[src/include/mtos_map.svh]
// special-function addresses, field positions, reset values and counts
// assumes an 8-bit special-function bus with one-cycle read and write strobes
`ifndef MTOS_MAP_SVH
`define MTOS_MAP_SVH

`define MTOS_ADDR_CONF      8'hc3
`define MTOS_ADDR_OVF_LOW   8'ha1
`define MTOS_ADDR_OVF_MID   8'ha2
`define MTOS_ADDR_OVF_HIGH  8'ha3
`define MTOS_ADDR_CMP_VAL   8'h94
`define MTOS_ADDR_OCMP_LOW  8'h9c
`define MTOS_ADDR_OCMP_MID  8'h9d
`define MTOS_ADDR_OCMP_HIGH 8'h9e

`define MTOS_CONF_CMP_FLAG  7
`define MTOS_CONF_OVF_FLAG  6
`define MTOS_CONF_OCMP_FLAG 5
`define MTOS_CONF_ZERO      4
`define MTOS_CONF_CMP_SEL   3
`define MTOS_CONF_RSVD      2
`define MTOS_CONF_SYNC      1
`define MTOS_CONF_RUN       0
`define MTOS_CONF_RESET     8'h02

`define MTOS_MASK_CMP       7
`define MTOS_MASK_OVF       6
`define MTOS_MASK_OCMP      5
`define MTOS_MASKS_RESET    3'h0

`define MTOS_SYNC_CYCLES    75
`define MTOS_RATIO_NUM      15625
`define MTOS_RATIO_SHIFT    4
`define MTOS_SLEEP_W        24
`define MTOS_CALC_W         34

`endif

[src/include/mtos_pkg.sv]
// types shared by the overflow/sync timer block
// assumes mtos_map.svh is compiled alongside
package mtos_pkg;
	typedef logic [7:0]  mtos_byte_t;
	typedef logic [15:0] mtos_tval_t;
	typedef logic [19:0] mtos_ovf_t;
	typedef logic [23:0] mtos_sleep_t;
	typedef enum logic [2:0] {
		st_idle,
		st_run,
		st_stop_wait,
		st_start_wait,
		st_calc
	} mtos_state_t;
endpackage

[src/include/mtos_tmr_if.sv]
// carrier between the control block and the 16-bit counter core
// assumes both ends share one clock
interface mtos_tmr_if;
	import mtos_pkg::*;
	logic       run;
	logic       halt;
	logic       load;
	mtos_tval_t load_value;
	mtos_tval_t period;
	mtos_byte_t cmp_value;
	logic       cmp_sel;
	mtos_tval_t value;
	logic       ovf_evt;
	logic       cmp_evt;
	modport ctrl (output run, halt, load, load_value, period, cmp_value, cmp_sel,
		input value, ovf_evt, cmp_evt);
	modport core (input run, halt, load, load_value, period, cmp_value, cmp_sel,
		output value, ovf_evt, cmp_evt);
endinterface

[src/mtos_counter.sv]
// 16-bit up-counter with period wrap and byte compare
// assumes the controller holds load only while the counter may be overwritten
module mtos_counter
	import mtos_pkg::*;
(
	input  wire logic clk,
	input  wire logic resetn,
	mtos_tmr_if.core  tmr
);
	logic [16:0] next_count;
	logic        step;

	function automatic logic byte_ge(input logic [15:0] v, input logic sel,
		input logic [7:0] c);
		byte_ge = sel ? (v[7:0] >= c) : (v[15:8] >= c);
	endfunction

	assign next_count = {1'b0, tmr.value} + 17'h00001;
	assign step = tmr.run && !tmr.halt && !tmr.load;
	// overflow when the coming count reaches the period
	assign tmr.ovf_evt = step && (next_count >= {1'b0, tmr.period});
	// crossing only, so a count parked above the value fires once
	assign tmr.cmp_evt = step
		&& byte_ge(next_count[15:0], tmr.cmp_sel, tmr.cmp_value)
		&& !byte_ge(tmr.value, tmr.cmp_sel, tmr.cmp_value);

	always_ff @(posedge clk or negedge resetn)
	begin
		if (!resetn)
			tmr.value <= 16'h0000;
		else if (tmr.load)
			tmr.value <= tmr.load_value;
		else if (tmr.ovf_evt)
			tmr.value <= 16'(next_count - {1'b0, tmr.period});
		else if (step)
			tmr.value <= next_count[15:0];
	end
endmodule // mtos_counter

[src/mtos_top.sv]
// overflow count, flags, dma triggers and sleep-clock synchronised start/stop
// assumes a cpu special-function bus, period and halt from the delta/capture logic
`include "mtos_map.svh"

module mtos_top
	import mtos_pkg::*;
(
	input  wire logic               clk,
	input  wire logic               resetn,
	input  wire logic [7:0]         sfr_addr,
	input  wire mtos_pkg::mtos_byte_t sfr_wdata,
	input  wire logic               sfr_wr,
	input  wire logic               sfr_rd,
	output mtos_pkg::mtos_byte_t    sfr_rdata,
	input  wire mtos_pkg::mtos_tval_t timer_period,
	input  wire logic               count_halt,
	input  wire logic               sleep_clk,
	input  wire mtos_pkg::mtos_sleep_t sleep_count,
	output mtos_pkg::mtos_tval_t    timer_value,
	output logic                    timer_running,
	output logic                    timer_irq,
	output logic                    dma_trigger_compare,
	output logic                    dma_trigger_overflow
);
	import mtos_pkg::*;

	localparam int CALC_W = `MTOS_CALC_W;
	localparam int SLEEP_W = `MTOS_SLEEP_W;
	localparam logic [6:0] SYNC_LAST = 7'(`MTOS_SYNC_CYCLES - 1);
	localparam logic [5:0] DIV_STEPS = 6'(`MTOS_CALC_W);

	mtos_tmr_if tmr ();

	mtos_state_t state;
	logic        compare_byte_select;
	logic        sync_mode;
	logic        conf_rsvd;
	logic        compare_flag;
	logic        overflow_flag;
	logic        ovf_compare_flag;
	logic        mask_cmp;
	logic        mask_ovf;
	logic        ovf_compare_mask;
	mtos_byte_t  byte_compare_value;
	mtos_ovf_t   ovf_count;
	mtos_ovf_t   ovf_extra;
	logic        extra_pending;
	mtos_byte_t  stage_low;
	mtos_byte_t  stage_mid;
	logic [11:0] ovf_latch;
	mtos_ovf_t   ovf_compare;
	logic        ovf_ge_q;
	logic        ovf_cmp_evt;
	mtos_sleep_t sleep_stored;
	logic        sleep_ff1;
	logic        sleep_ff2;
	logic        sleep_ff3;
	logic        sleep_edge;
	logic [6:0]  calc_cnt;
	logic [5:0]  div_cnt;
	logic [CALC_W-1:0] div_quo;
	logic [16:0] div_rem;
	logic [16:0] div_shift;
	logic        load_now;
	logic        wr_conf;
	logic        wr_ovf_low;
	logic        wr_ovf_mid;
	logic        wr_ovf_high;
	logic        run_wr;
	logic        sync_wr;
	mtos_ovf_t   ovf_wval;

	// elapsed ticks, zero or negative wraps by a full sleep period
	function automatic logic [SLEEP_W:0] elapsed(input mtos_sleep_t cur,
		input mtos_sleep_t stored);
		logic [SLEEP_W-1:0] diff;
		diff = cur - stored;
		elapsed = (diff == '0) ? {1'b1, {SLEEP_W{1'b0}}} : {1'b0, diff};
	endfunction

	// ticks times 976.5625 plus timer plus overhead, rounded
	function automatic logic [CALC_W-1:0] reload_sum(input logic [SLEEP_W:0] nd,
		input mtos_tval_t tc);
		logic [CALC_W+`MTOS_RATIO_SHIFT-1:0] acc;
		acc = (CALC_W + `MTOS_RATIO_SHIFT)'(nd) * 38'(`MTOS_RATIO_NUM);
		acc = acc + ((38'(tc) + 38'(`MTOS_SYNC_CYCLES)) << `MTOS_RATIO_SHIFT);
		acc = acc + 38'(1 << (`MTOS_RATIO_SHIFT - 1));
		reload_sum = acc[CALC_W+`MTOS_RATIO_SHIFT-1:`MTOS_RATIO_SHIFT];
	endfunction

	assign wr_conf     = sfr_wr && (sfr_addr == `MTOS_ADDR_CONF);
	assign wr_ovf_low  = sfr_wr && (sfr_addr == `MTOS_ADDR_OVF_LOW);
	assign wr_ovf_mid  = sfr_wr && (sfr_addr == `MTOS_ADDR_OVF_MID);
	assign wr_ovf_high = sfr_wr && (sfr_addr == `MTOS_ADDR_OVF_HIGH);
	assign run_wr      = sfr_wdata[`MTOS_CONF_RUN];
	assign sync_wr     = sfr_wdata[`MTOS_CONF_SYNC];
	assign ovf_wval    = {sfr_wdata[3:0], stage_mid, stage_low};

	// counter core hookup
	assign tmr.run        = timer_running;
	assign tmr.halt       = count_halt;
	assign tmr.load       = load_now;
	assign tmr.load_value = div_rem[15:0];
	assign tmr.period     = timer_period;
	assign tmr.cmp_value  = byte_compare_value;
	assign tmr.cmp_sel    = compare_byte_select;
	assign timer_value    = tmr.value;

	mtos_counter u_counter (
		.clk    (clk),
		.resetn (resetn),
		.tmr    (tmr)
	);

	// sleep clock passes two flops before the edge detector
	always_ff @(posedge clk or negedge resetn)
	begin
		if (!resetn)
		begin
			sleep_ff1 <= 1'b0;
			sleep_ff2 <= 1'b0;
			sleep_ff3 <= 1'b0;
		end
		else
		begin
			sleep_ff1 <= sleep_clk;
			sleep_ff2 <= sleep_ff1;
			sleep_ff3 <= sleep_ff2;
		end
	end
	assign sleep_edge = sleep_ff2 && !sleep_ff3;

	// run state; stop_wait still counts, calc is still idle
	assign timer_running = (state == st_run) || (state == st_stop_wait);
	assign load_now = (state == st_calc) && (calc_cnt == SYNC_LAST);

	always_ff @(posedge clk or negedge resetn)
	begin
		if (!resetn)
			state <= st_idle;
		else
		begin
			unique case (state)
				st_idle:
					if (wr_conf && run_wr)
						state <= sync_wr ? st_start_wait : st_run;
				st_run:
					if (wr_conf && !run_wr)
						state <= sync_wr ? st_stop_wait : st_idle;
				// a config write in the edge cycle wins, so capture and state agree
				st_stop_wait:
					if (wr_conf && run_wr)
						state <= st_run;
					else if (wr_conf && !sync_wr)
						state <= st_idle;
					else if (sleep_edge && !wr_conf)
						state <= st_idle;
				st_start_wait:
					if (wr_conf && !run_wr)
						state <= st_idle;
					else if (wr_conf && !sync_wr)
						state <= st_run;
					else if (sleep_edge && !wr_conf)
						state <= st_calc;
				st_calc:
					if (load_now)
						state <= st_run;
			endcase
		end
	end

	// sleep count held at the stopping edge
	always_ff @(posedge clk or negedge resetn)
	begin
		if (!resetn)
			sleep_stored <= '0;
		else if ((state == st_stop_wait) && sleep_edge && !wr_conf)
			sleep_stored <= sleep_count;
	end

	// reload pipeline: restoring divide by the period, one bit a cycle.
	// the two clocks beat at a non-integer ratio, so the edge-to-sample jitter
	// leaves up to one count of error; not corrected
	assign div_shift = {div_rem[15:0], div_quo[CALC_W-1]};

	always_ff @(posedge clk or negedge resetn)
	begin
		if (!resetn)
		begin
			calc_cnt <= 7'h00;
			div_cnt  <= 6'h00;
			div_quo  <= '0;
			div_rem  <= 17'h00000;
		end
		else if ((state == st_start_wait) && sleep_edge && !wr_conf)
		begin
			calc_cnt <= 7'h00;
			div_cnt  <= 6'h00;
			div_quo  <= reload_sum(elapsed(sleep_count, sleep_stored), tmr.value);
			div_rem  <= 17'h00000;
		end
		else if (state == st_calc)
		begin
			calc_cnt <= calc_cnt + 7'h01;
			if (div_cnt != DIV_STEPS)
			begin
				div_cnt <= div_cnt + 6'h01;
				if (div_shift >= {1'b0, timer_period})
				begin
					div_rem <= div_shift - {1'b0, timer_period};
					div_quo <= {div_quo[CALC_W-2:0], 1'b1};
				end
				else
				begin
					div_rem <= div_shift;
					div_quo <= {div_quo[CALC_W-2:0], 1'b0};
				end
			end
		end
	end

	// staging bytes; the high byte write commits all three
	always_ff @(posedge clk or negedge resetn)
	begin
		if (!resetn)
		begin
			stage_low <= 8'h00;
			stage_mid <= 8'h00;
		end
		else
		begin
			if (wr_ovf_low)
				stage_low <= sfr_wdata;
			if (wr_ovf_mid)
				stage_mid <= sfr_wdata;
		end
	end

	// overflow count and its one-shot extra increment
	always_ff @(posedge clk or negedge resetn)
	begin
		if (!resetn)
		begin
			ovf_count     <= 20'h00000;
			ovf_extra     <= 20'h00000;
			extra_pending <= 1'b0;
		end
		else if (load_now)
			ovf_count <= ovf_count + div_quo[19:0];
		else if (wr_ovf_high && !timer_running)
			ovf_count <= ovf_wval + 20'(tmr.ovf_evt);
		else if (wr_ovf_high && tmr.ovf_evt)
		begin
			ovf_count     <= ovf_count + 20'h00001 + ovf_wval;
			extra_pending <= 1'b0;
		end
		else if (wr_ovf_high)
		begin
			ovf_extra     <= ovf_wval;
			extra_pending <= 1'b1;
		end
		else if (tmr.ovf_evt)
		begin
			// extra applies to this overflow only, then back to one
			ovf_count     <= ovf_count + 20'h00001 + (extra_pending ? ovf_extra : 20'h00000);
			extra_pending <= 1'b0;
		end
	end

	// compare fires on entering the at-or-above region, so a cleared flag
	// stays clear while the count sits above the value
	always_ff @(posedge clk or negedge resetn)
	begin
		if (!resetn)
			ovf_ge_q <= 1'b1;
		else
			ovf_ge_q <= (ovf_count >= ovf_compare);
	end
	assign ovf_cmp_evt = (ovf_count >= ovf_compare) && !ovf_ge_q;

	// configuration bits other than run
	always_ff @(posedge clk or negedge resetn)
	begin
		if (!resetn)
		begin
			compare_byte_select <= 1'((`MTOS_CONF_RESET >> `MTOS_CONF_CMP_SEL) & 8'h01);
			conf_rsvd           <= 1'((`MTOS_CONF_RESET >> `MTOS_CONF_RSVD) & 8'h01);
			sync_mode           <= 1'((`MTOS_CONF_RESET >> `MTOS_CONF_SYNC) & 8'h01);
		end
		else if (wr_conf)
		begin
			compare_byte_select <= sfr_wdata[`MTOS_CONF_CMP_SEL];
			conf_rsvd           <= sfr_wdata[`MTOS_CONF_RSVD];
			sync_mode           <= sync_wr;
		end
	end

	// flags: event wins over a same-cycle clear; writing one leaves a flag alone
	always_ff @(posedge clk or negedge resetn)
	begin
		if (!resetn)
		begin
			compare_flag     <= 1'b0;
			overflow_flag    <= 1'b0;
			ovf_compare_flag <= 1'b0;
		end
		else
		begin
			if (tmr.cmp_evt)
				compare_flag <= 1'b1;
			else if (wr_conf && !sfr_wdata[`MTOS_CONF_CMP_FLAG])
				compare_flag <= 1'b0;
			if (tmr.ovf_evt)
				overflow_flag <= 1'b1;
			else if (wr_conf && !sfr_wdata[`MTOS_CONF_OVF_FLAG])
				overflow_flag <= 1'b0;
			if (ovf_cmp_evt)
				ovf_compare_flag <= 1'b1;
			else if (wr_conf && !sfr_wdata[`MTOS_CONF_OCMP_FLAG])
				ovf_compare_flag <= 1'b0;
		end
	end

	// overflow compare value and the three masks
	always_ff @(posedge clk or negedge resetn)
	begin
		if (!resetn)
		begin
			ovf_compare        <= 20'h00000;
			byte_compare_value <= 8'h00;
			{mask_cmp, mask_ovf, ovf_compare_mask} <= `MTOS_MASKS_RESET;
		end
		else
		begin
			if (sfr_wr && (sfr_addr == `MTOS_ADDR_OCMP_LOW))
				ovf_compare[7:0] <= sfr_wdata;
			if (sfr_wr && (sfr_addr == `MTOS_ADDR_OCMP_MID))
				ovf_compare[15:8] <= sfr_wdata;
			if (sfr_wr && (sfr_addr == `MTOS_ADDR_OCMP_HIGH))
			begin
				ovf_compare[19:16] <= sfr_wdata[3:0];
				mask_cmp           <= sfr_wdata[`MTOS_MASK_CMP];
				mask_ovf           <= sfr_wdata[`MTOS_MASK_OVF];
				ovf_compare_mask   <= sfr_wdata[`MTOS_MASK_OCMP];
			end
			if (sfr_wr && (sfr_addr == `MTOS_ADDR_CMP_VAL))
				byte_compare_value <= sfr_wdata;
		end
	end

	// request is the masked or of the flags
	always_ff @(posedge clk or negedge resetn)
	begin
		if (!resetn)
			timer_irq <= 1'b0;
		else
			timer_irq <= (compare_flag && mask_cmp) || (overflow_flag && mask_ovf)
				|| (ovf_compare_flag && ovf_compare_mask);
	end

	// dma triggers, one cycle per event
	always_ff @(posedge clk or negedge resetn)
	begin
		if (!resetn)
		begin
			dma_trigger_compare  <= 1'b0;
			dma_trigger_overflow <= 1'b0;
		end
		else
		begin
			dma_trigger_compare  <= tmr.cmp_evt;
			dma_trigger_overflow <= tmr.ovf_evt;
		end
	end

	// low byte read freezes the upper twelve bits
	always_ff @(posedge clk or negedge resetn)
	begin
		if (!resetn)
			ovf_latch <= 12'h000;
		else if (sfr_rd && (sfr_addr == `MTOS_ADDR_OVF_LOW))
			ovf_latch <= ovf_count[19:8];
	end

	// read data registered, valid the cycle after the strobe
	always_ff @(posedge clk or negedge resetn)
	begin
		if (!resetn)
			sfr_rdata <= 8'h00;
		else if (sfr_rd)
		begin
			unique case (sfr_addr)
				`MTOS_ADDR_CONF:
					sfr_rdata <= {compare_flag, overflow_flag, ovf_compare_flag, 1'b0,
						compare_byte_select, conf_rsvd, sync_mode, timer_running};
				`MTOS_ADDR_OVF_LOW:
					sfr_rdata <= ovf_count[7:0];
				`MTOS_ADDR_OVF_MID:
					sfr_rdata <= ovf_latch[7:0];
				`MTOS_ADDR_OVF_HIGH:
					sfr_rdata <= {4'h0, ovf_latch[11:8]};
				`MTOS_ADDR_CMP_VAL:
					sfr_rdata <= byte_compare_value;
				`MTOS_ADDR_OCMP_LOW:
					sfr_rdata <= ovf_compare[7:0];
				`MTOS_ADDR_OCMP_MID:
					sfr_rdata <= ovf_compare[15:8];
				`MTOS_ADDR_OCMP_HIGH:
					sfr_rdata <= {mask_cmp, mask_ovf, ovf_compare_mask, 1'b0,
						ovf_compare[19:16]};
				default:
					sfr_rdata <= 8'h00;
			endcase
		end
	end
endmodule // mtos_top

[config.mk]
export PLATFORM = sky130hd
export DESIGN_NAME = mtos_top
export DESIGN_NICKNAME = d
export VERILOG_FILES = /design/src/include/mtos_pkg.sv /design/src/include/mtos_tmr_if.sv /design/src/mtos_counter.sv /design/src/mtos_top.sv
export VERILOG_INCLUDE_DIRS = /design/src /design/src/include
export SDC_FILE = /design/constraint.sdc
export NUM_CORES = 1
export LEC_CHECK = 0
export BUFFER_PORTS_ARGS = -buffer_cell sky130_fd_sc_hd__buf_4
export CAP_MARGIN = 30
export CORE_MARGIN = 5
export CORE_UTILIZATION = 55
export DETAILED_ROUTE_END_ITERATION = 8
export GPL_ROUTABILITY_DRIVEN = 0
export PLACE_DENSITY = 0.72
export SLEW_MARGIN = 30
export SYNTH_ARGS = -nofsm -noshare
export SYNTH_HDL_FRONTEND = slang
export SYNTH_HIERARCHICAL = 1
export SYNTH_SLANG_ARGS = --single-unit
export TNS_END_PERCENT = 10
[constraint.sdc]
create_clock -name clk -period 10.3 [get_ports clk]
set_input_delay 0.515 -clock clk [delete_from_list [all_inputs] [get_ports clk]]
set_output_delay 0.515 -clock clk [all_outputs]
set_load 0.02 [all_outputs]
Word level (Yosys, flattened, before mapping)
Index checks and enable logic that the tools add are counted.
{ "op_classes": {"mul": 1, "eq_ne": 20, "n_lt_le_gt_ge": 7, "bitwise": 3, "n_addsub": 14, "n_reduce_logical": 63, "n_mux": 47} }
{ "ops": {"columns": ["op", "count"], "rows": [
  ["$mux W20", 6],
  ["$mux W16", 7],
  ["$mux W34", 3],
  ["$eq A8 B8 Y1 const B", 8],
  ["$pmux W8 S8", 1],
  ["$add A20 B20 Y20", 3],
  ["$add A38 B21 Y38", 1],
  ["$add A38 B4 Y38 const B", 1],
  ["$mul A25 B14 Y38 const B", 1],
  ["$ge A17 B16 Y1", 2],
  ["$logic_and A1 B1 Y1", 33],
  ["$ge A8 B8 Y1", 4],
  ["$sub A16 B16 Y16", 2],
  ["$mux W3", 9],
  ["$mux W25", 1],
  ["$logic_not A24 Y1", 1],
  ["$sub A24 B24 Y24", 1],
  ["$add A20 B1 Y20", 1],
  ["$add A20 B1 Y20 const B", 1],
  ["$ge A20 B20 Y1", 1],
  ["$mux W6", 3],
  ["$add A16 B1 Y17 const B", 1],
  ["$add A16 B7 Y17 const B", 1],
  ["$pmux W3 S5", 1],
  ["other kinds (25)", 62]
]} }
{ "word_totals": {"register_bits": 227, "output_inout_bits": 28, "input_bits": 62} }

Logic depth before layout (Yosys ltp)
Gate-level depths: netlist of the first run.
{ "logic_depth": {"depth_word": 10, "ltp_mapped": 33, "depth_no_buf": 33} }

Modules after synthesis
Netlist of the first run, hierarchy kept.
{ "by_module_without_submodules": {"columns": ["module", "cells_each", "seq_area_each_um2", "n_inst", "area_each_um2"], "rows": [
  ["mtos_top", 2264, 5282.6, 1, 20762.4],
  ["mtos_counter", 347, 400.4, 1, 2786.4]
]} }

Worst setup path after synthesis of the first run
Ideal clock, no wire load.
{ "synth_path": {"path_type": "input -> register", "start": "input port sleep_count[0]", "end": "register div_quo[33]", "setup_time_ns": 0.130, "required_ns": 10.170, "cell_stages": 31, "t_arrival_ns": 7.841, "path_slack_ns": 2.329, "cell_sequence": "inv_1 > ha_1 > fa_1 > nor2b_1 > o31a_1 > o41a_1 > o21a_1 > o311ai_1 > inv_1 > fa_1 > fa_1 > inv_1 > fa_1 > inv_1 > fa_1 > inv_1 > fa_1 > inv_1 > fa_1 > inv_1 > ha_1 > a21o_1 > a221oi_1 > o21a_1 > a21bo_2 > nand3_1 > nand2_1 > o41ai_1 > o21ai_0 > xnor2_1 > o21ai_1"} }
{ "synth_via": {"elab_chain_cells": 7} }
{ "synth_rtl": {"columns": ["item", "line", "text"], "rows": [
  ["start: declaration", "mtos_top.sv:18", "input wire mtos_pkg::mtos_sleep_t sleep_count,"],
  ["$sub A24 B24 Y24 *", "mtos_top.sv:77", "diff = cur - stored;"],
  ["$logic_not A24 Y1", "mtos_top.sv:78", "elapsed = (diff == '0) ? {1'b1, {SLEEP_W{1'b0}}} : {1'b0, diff};"],
  ["$mux W25 *", "mtos_top.sv:78", null],
  ["$mul A25 B14 Y38 *", "mtos_top.sv:85", "acc = (CALC_W + `MTOS_RATIO_SHIFT)'(nd) * 38'(`MTOS_RATIO_NUM);"],
  ["$add A38 B21 Y38 *", "mtos_top.sv:86", "acc = acc + ((38'(tc) + 38'(`MTOS_SYNC_CYCLES)) << `MTOS_RATIO_SHIFT);"],
  ["$add A38 B4 Y38 *", "mtos_top.sv:87", "acc = acc + 38'(1 << (`MTOS_RATIO_SHIFT - 1));"],
  ["$mux W34 *", "mtos_top.sv:195", "else if ((state == st_start_wait) && sleep_edge && !wr_conf)"],
  ["end signal: assignment", "mtos_top.sv:199", "div_quo <= reload_sum(elapsed(sleep_count, sleep_stored), tmr.value);"],
  ["end signal: assignment", "mtos_top.sv:211", "div_quo <= {div_quo[CALC_W-2:0], 1'b1};"],
  ["end signal: assignment", "mtos_top.sv:216", "div_quo <= {div_quo[CALC_W-2:0], 1'b0};"],
  ["end: declaration", "mtos_top.sv:61", "logic [CALC_W-1:0] div_quo;"]
]} }
Every way passes the cells marked *; elsewhere a longest branch is shown, timed or not.
A chain may end at the register's enable or synchronous reset.

Final worst setup path of the first run
{ "layout_path": {"start": "register u_counter.tmr.value[0]", "end": "register ovf_count[18]"} }
{ "layout_via": {"elab_chain_cells": 7, "elab_cells_between_ends": 11, "cone_classes": "add/sub: 2; order compare: 1; eq/ne: 1; mux: 3; reduce/logical: 4"} }
{ "layout_rtl": {"columns": ["item", "line", "text"], "rows": [
  ["start: declaration", "mtos_tmr_if.sv:18", "output value, ovf_evt, cmp_evt);"],
  ["start signal: assignment", "mtos_counter.sv:32", "tmr.value <= tmr.load_value;"],
  ["start signal: assignment", "mtos_counter.sv:34", "tmr.value <= 16'(next_count - {1'b0, tmr.period});"],
  ["start signal: assignment", "mtos_counter.sv:36", "tmr.value <= next_count[15:0];"],
  ["$add A16 B1 Y17 *", "mtos_counter.sv:18", "assign next_count = {1'b0, tmr.value} + 17'h00001;"],
  ["$ge A17 B16 Y1 *", "mtos_counter.sv:21", "assign tmr.ovf_evt = step && (next_count >= {1'b0, tmr.period});"],
  ["$logic_and A1 B1 Y1 *", "mtos_counter.sv:21", null],
  ["named net tmr.ovf_evt", "mtos_tmr_if.sv:13", "logic ovf_evt;"],
  ["branches (longest 4 deep; another with $add A20 B1 Y20)", null, null],
  ["end signal: assignment", "mtos_top.sv:249", "ovf_count <= ovf_count + div_quo[19:0];"],
  ["end signal: assignment", "mtos_top.sv:251", "ovf_count <= ovf_wval + 20'(tmr.ovf_evt);"],
  ["end signal: assignment", "mtos_top.sv:254", "ovf_count <= ovf_count + 20'h00001 + ovf_wval;"],
  ["end: declaration", "mtos_top.sv:45", "mtos_ovf_t ovf_count;"]
]} }
Mark *: on every way through the listed nets, which the timed path passes.

==> results.md, run 1 <==
- Layout area overhead: 9.03%
- H-tree levels: 1
- Via count of the first global-routing pass: 19000
- DP Wirelength: 47900 um
- Reg clk slew, reported paths: 60 ps
- Final setup fails: 0
- Min Hold Slack: 51.2 ps
- Post_cts resized: 0
- Total number of yosys warnings: 6
- Root buffer cell: clkbuf_16
- Clock sink count: 227
- Initial core utilization: 55.9%
- Yosys cell types: 93
- Most frequent cells in the layout: 324 x inv_1, 319 x ha_1, 225 x dfrtp_1
- Gr usage total: 25.9%
- Die ar.: 47100 sq um
- Max cap viols: 0
- Setup TNS: 0 ps
- Antenna Nets Post-Route: 0
- # IOs: 90
- Diode count: 0
- Min cycle time layout: 8290 ps
- Crit share post-route: 80.5%
- Design area: 25700 sq um
- Die Ht: 217 um
- Synth Register Bits: 227
- Rows: 75
- Cells after Synth: 2611
- Core ar.: 42100 sq um
- Status: finished, final reports clean
- DR iter-0 viols: 1692
- Worst clock skew: 11.7 ps
- Asr flop ratio synth: 100%
- Via/cell ratio: 6.01
- Startpoint types: flop
- Number of synthesized flops with an enable pin: 0
- Placement Cell Area: 24700 sq um
- Maximum achievable frequency: 121 MHz
- CTS tree: yes
- Mean post-synth cell area: 9.02 sq um
- Layout cells sized above 1: 10.5%
- HP Class: in -> reg
- Mapped Area: 23500 sq um
- Register area share after synthesis: 24.1%
- CTS Buf Count: 27
- CP arrival: 8740 ps
- First-pass GRT wire length: 100000 um
- Final hold vios: 0
- CP Capture Type: flop
- Worst EP required: 10750 ps
- Vias: 19400
- Largest net degree at the start of global routing: 97
- Longest Clk Path Bufs: 3
- Total Nets Final: 3173
- Pre-antenna DRT Iters: 6
- CP max FO: 20
- GRT overflow: 0
- Initial antenna violation count: 1
- Worst-skew pair later-pin latency: 580 ps
- Most common cell after layout, fill and taps aside: inv_1
- Slew HR: 37.7%
- Port buffer count: 89
- Unrepaired setup endpoints after global routing: no
- Slew Viols, Final: 0
- Worst slew pin tran: 932 ps
- Fillers: 3608
- Drt wl/cell: 19.4 um
- Critical path class: reg -> reg
- Post-synth top flop: dfrtp_1
- Die width: 217 um
- DRC Markers: 0
- Final WL: 62500 um
flip-flops by register name, indices dropped and copies added, names as in the netlist, 3 cells and up:
| register | cells |
|---|---|
| sfr_rdata | 8 |
| ovf_latch | 12 |
| sleep_stored | 24 |
| ovf_extra | 20 |
| stage_low | 8 |
| u_counter/tmr.value | 16 |
| ovf_count | 20 |
| state | 3 |
| calc_cnt | 7 |
| ovf_compare | 20 |
| div_quo | 34 |
| byte_compare_value | 8 |
| div_rem | 16 |
| stage_mid | 8 |
| div_cnt | 6 |
cells in the mapped netlist, drive strengths merged, types with 9 or more instances:
cell type / count / share of area, %
a2111oi: 9 / 0.41
and2: 15 / 0.41
a21o: 58 / 1.8
a31oi: 27 / 0.72
nor3: 39 / 0.92
mux2i: 33 / 1.4
dfrtp: 225 / 24
nor2: 140 / 2.2
a22oi: 27 / 0.86
or2: 10 / 0.27
a211oi: 21 / 0.69
nand2: 221 / 3.6
o211ai: 18 / 0.57
o21a: 24 / 0.77
clkbuf: 71 / 1.1
and3: 31 / 0.82
a221oi: 9 / 0.33
fa: 124 / 11
o21ai: 157 / 3.3
o221ai: 10 / 0.37
xnor2: 108 / 4.0
nand2b: 29 / 0.77
nand3: 94 / 2.1
buf: 9 / 0.29
xor2: 60 / 2.2
nand4: 18 / 0.50
mux2: 89 / 4.3
inv: 325 / 5.2
a21oi: 123 / 2.6
a21boi: 11 / 0.35
nor2b: 24 / 0.64
or3: 14 / 0.37
ha: 319 / 17
stage by stage:
step	instances	worst slack (ps)	utilization, %
final	3228	2010	60.9
after global routing	3228	1630	60.9
after CTS	3228	2100	60.9
after detailed placement	3177	1850	58.7
after global placement	3177	2060	58.7
after floorplan	2612	2330	-
critical path: stages (launching register included):
cell and delay, ps:
dfrtp_1 670, ha_1 330, nand3_2 110, or3_1 520, nor3_1 250, xor2_1 410
ha_1 430, a21oi_1 280, o211ai_1 190, o31ai_4 520, a21oi_1 130, buf_4 250
nand2_1 570, nand3_1 140, nand2_1 140, ha_1 280, a2111oi_0 610, o21ai_1 230
a41oi_1 420, o21ai_1 210, a211oi_1 300, nor2_1 120, o41ai_1 360, mux2i_1 130
a2111oi_0 390, o22ai_1 150
cell type report:
cell class | count | area [sq um] | share of cell area, %
multi-input combinational | 1979 | 16300 | 63.7
sequential | 227 | 5680 | 22.1
inverter | 326 | 1220 | 4.77
timing repair buffer | 107 | 821 | 3.20
clock buffer | 36 | 779 | 3.04
tap | 539 | 674 | 2.63
clock inverter | 14 | 145 | 0.565
repair_timing:
action / 4_1_cts / 5_1_grt
hold buffers: 1 / 0
setup buffers: 0 / 0
endpoints found under the hold margin: 24 / 0
cell families (layout without fill, tap and decap cells):
| group | Yosys count | count (layout) | synth area share, % |
|---|---|---|---|
| other | 1 | 2 | 0.0159 |
| XOR/XNOR | 168 | 168 | 6.28 |
| AND/OR/NAND/NOR | 670 | 670 | 13.8 |
| multiplexers | 122 | 122 | 5.66 |
| flip-flops | 227 | 227 | 24.1 |
| adder cells (fa/ha/maj) | 443 | 443 | 27.5 |
| AO/OA/AOI/OAI | 574 | 574 | 16.0 |
| buffers and inverters | 406 | 483 | 6.63 |
layer usage:
layer  vias to the layer above  track usage (%)  routed length, um
met5                         -                0                 13
met4                         2             7.35               1860
met3                       113             4.70               4440
met2                       660             41.8              28600
met1                      9417             36.0              27600
li1                       9207                -                  -
worst paths after layout:
path | from | endpoint | slack, ps | depth (start not counted)
setup / recovery | u_counter/tmr.value[0] | ovf_count[18] | 2010 | 25
hold / removal | sleep_clk | sleep_ff1 | 50 | 1
setup reg to reg | u_counter/tmr.value[0] | ovf_count[18] | 2010 | 25
hold reg to reg | sleep_ff1 | sleep_ff2 | 350 | 0
max in group asynchronous | resetn | sleep_stored[6] | 8550 | 3
min in group asynchronous | resetn | ovf_extra[6] | 570 | 2
Power of run 1 is not shown: default switching activity piles up to over one toggle a cycle in this logic, so the estimate is an artifact.
==> run 2: changes to the inputs <==
- ABC_AREA: unset -> 1
- clock period: 10.3 -> 8.7 ns (I/O delays scaled with it)
==> results.md, run 2 <==
- Status: finished, final reports clean
- Core ar.: 45100 sq um
- Via/cell ratio: 5.74
- Longest Clk Path Bufs: 3
- Crit share post-route: 87.1%
- Synth top area cells: dfrtp_1 23%, ha_1 16%, nand2_1 11%
- Most frequent cells in the layout: 707 x nand2_1, 606 x inv_1, 319 x ha_1
- Total Nets Final: 3945
- Die ar.: 49600 sq um
- Placement Cell Area: 26100 sq um
- Reg clk slew, reported paths: 60 ps
- Initial core utilization: 55.2%
- Crit Reg-Reg Endpoint: div_quo[24]
- Asr flop ratio synth: 100%
- CP max stage delay: 550 ps
- Gr usage total: 28.4%
- Top cells by count, synth: 708 x nand2_1, 606 x inv_1, 319 x ha_1, 276 x o21ai_0, 225 x dfrtp_1
- Port buffer count: 89
- CP Capture Type: flop
- Mapped Area: 24900 sq um
- Via count of the first global-routing pass: 23200
- Top cell type's share of synthesized area: 22.6%
- CTS tree: yes
- Worst slew pin tran: 880 ps
- Layout area overhead: 9.21%
- Diode count: 0
- Yosys cell types: 64
- Pre-antenna DRT Iters: 9
- Total number of yosys warnings: 6
- Worst clock skew: 21.4 ps
- Worst EP required: 9160 ps
- Synth area leader: dfrtp_1
- Antenna Nets Post-Route: 0
- H-tree levels: 1
- Die Ht: 223 um
- Top-count cell post-synth: nand2_1
- Max cap viols: 0
- Clock sink count: 227
- Number of synthesized flops with an enable pin: 0
- Initial antenna violation count: 0
- Drt wl/cell: 17.5 um
- Largest regs: div_quo (34), sleep_stored (24)
- Hold endpoint: conf_rsvd
- Post_cts resized: 0
- Most common cell after layout, fill and taps aside: nand2_1
- Slew HR: 41.0%
- Worst-skew pair later-pin latency: 600 ps
- CP arrival: 8040 ps
- R2r startpoint: sleep_stored[0]
- Final hold vios: 0
- Slew Viols, Final: 0
- Startpoint types: flop
- Critical path class: reg -> reg
- Root buffer cell: clkbuf_16
- Layout cells sized above 1: 6.50%
- Die width: 223 um
- GRT overflow: 0
- Slowest cell on crit path: fa_1
- Post-synth top flop: dfrtp_1
- Post-CTS Setup Inserts: 0
- First-pass GRT wire length: 117000 um
- Synth Register Bits: 227
- Setup TNS: 0 ps
- Max FFs per register: 34
- Final setup fails: 0
- HP Class: in -> reg
- Largest net degree at the start of global routing: 85
- Mean post-synth cell area: 7.37 sq um
- Rows: 78
- CP max FO: 6
- DR iter-0 viols: 2220
- Unrepaired setup endpoints after global routing: no
- Fillers: 4190
- Hold path start: sfr_wdata[2]
- R2r worst-path depth: 29
- Delay-heaviest family, CP: adder cells
- DP Wirelength: 56700 um
- # IOs: 90
- Most frequent CP cell: fa_1
- Worst hold stages: 3
- Largest reg by FF count: div_quo
- Min cycle time layout: 7570 ps
- R2R setup slack: 1130 ps
- Register area share after synthesis: 22.8%
- Cells after Synth: 3374
- DRC Markers: 0
- Vias: 23300
- Maximum achievable frequency: 132 MHz
- WP buf/inv: 6
- Final WL: 71100 um
- CTS Buf Count: 28
- Design area: 27200 sq um
## run 2: cell types whose count changed in the layout (fill, tap and decap cells not counted), moves of 82 or more
cell | previous run | this run
o21ai_0 | 139 | 276
a21oi_1 | 121 | 219
nand2_1 | 220 | 707
mux2_2 | 89 | 2
nand3_1 | 91 | 173
inv_1 | 324 | 606
## run 2: tightest hold or removal path, cell delays in order
cell and delay (ps):
buf_4 80, nand2_1 40, o21ai_0 70
## run 2: cells by family after synthesis
kind of cell	count (synthesis)	synth area share [%]
other cells	1	0.0151
xor+xnor	108	3.80
simple gates	1267	22.0
fa+ha+maj	443	26.0
buf+inv	681	10.5
compound gates	645	14.6
flops	227	22.8
mux	2	0.0905
## run 2: area by class of cell
cell class / count / area, sq um / area share [%]
clock buffer: 34 / 773 / 2.85
timing repair buffer: 99 / 763 / 2.81
sequential: 227 / 5680 / 20.9
clock inverter: 18 / 290 / 1.07
tap: 600 / 751 / 2.76
multi-input combinational: 2467 / 16600 / 61.1
inverter: 617 / 2320 / 8.53
## run 2: metrics by stage
step	util (%)	cells	hold WS (ps)	setup WS (ps)
floorplan	-	3375	139	1810
detailed placement	57.8	4008	337	1000
global placement	57.8	4008	337	1120
global route	60.2	4062	75.2	613
finish	60.2	4062	74.0	1130
CTS	60.2	4062	50.0	1190
## run 2: how the worst max path moves through the flow
stage	from	to	cells after the start
2_1_floorplan	sleep_count[0]	div_quo[24]	30
3_3_place_gp	sleep_count[6]	div_quo[24]	28
3_5_place_dp	sleep_count[0]	div_quo[24]	31
4_1_cts	sleep_stored[0]	div_quo[24]	29
5_1_grt	sleep_stored[0]	div_quo[24]	32
6_report	sleep_stored[0]	div_quo[24]	29
## run 2: layer usage
metal / part of all wire, % / track usage, % / routed length (um) / vias to the layer above
met5: 0 / 0 / 0 / -
met4: 6.0 / 14.1 / 4280 / 0
met3: 7.5 / 4.53 / 5310 / 252
met2: 46 / 47.4 / 33000 / 993
met1: 40 / 35.8 / 28500 / 10900
li1: - / - / - / 11200
## run 2: what timing repair did
action | CTS | global route
hold buffers | 2 | 0
endpoints found under the hold margin | 82 | 0
endpoints found under the setup margin | 0 | 0
Power of run 2 is left out for the same reason.
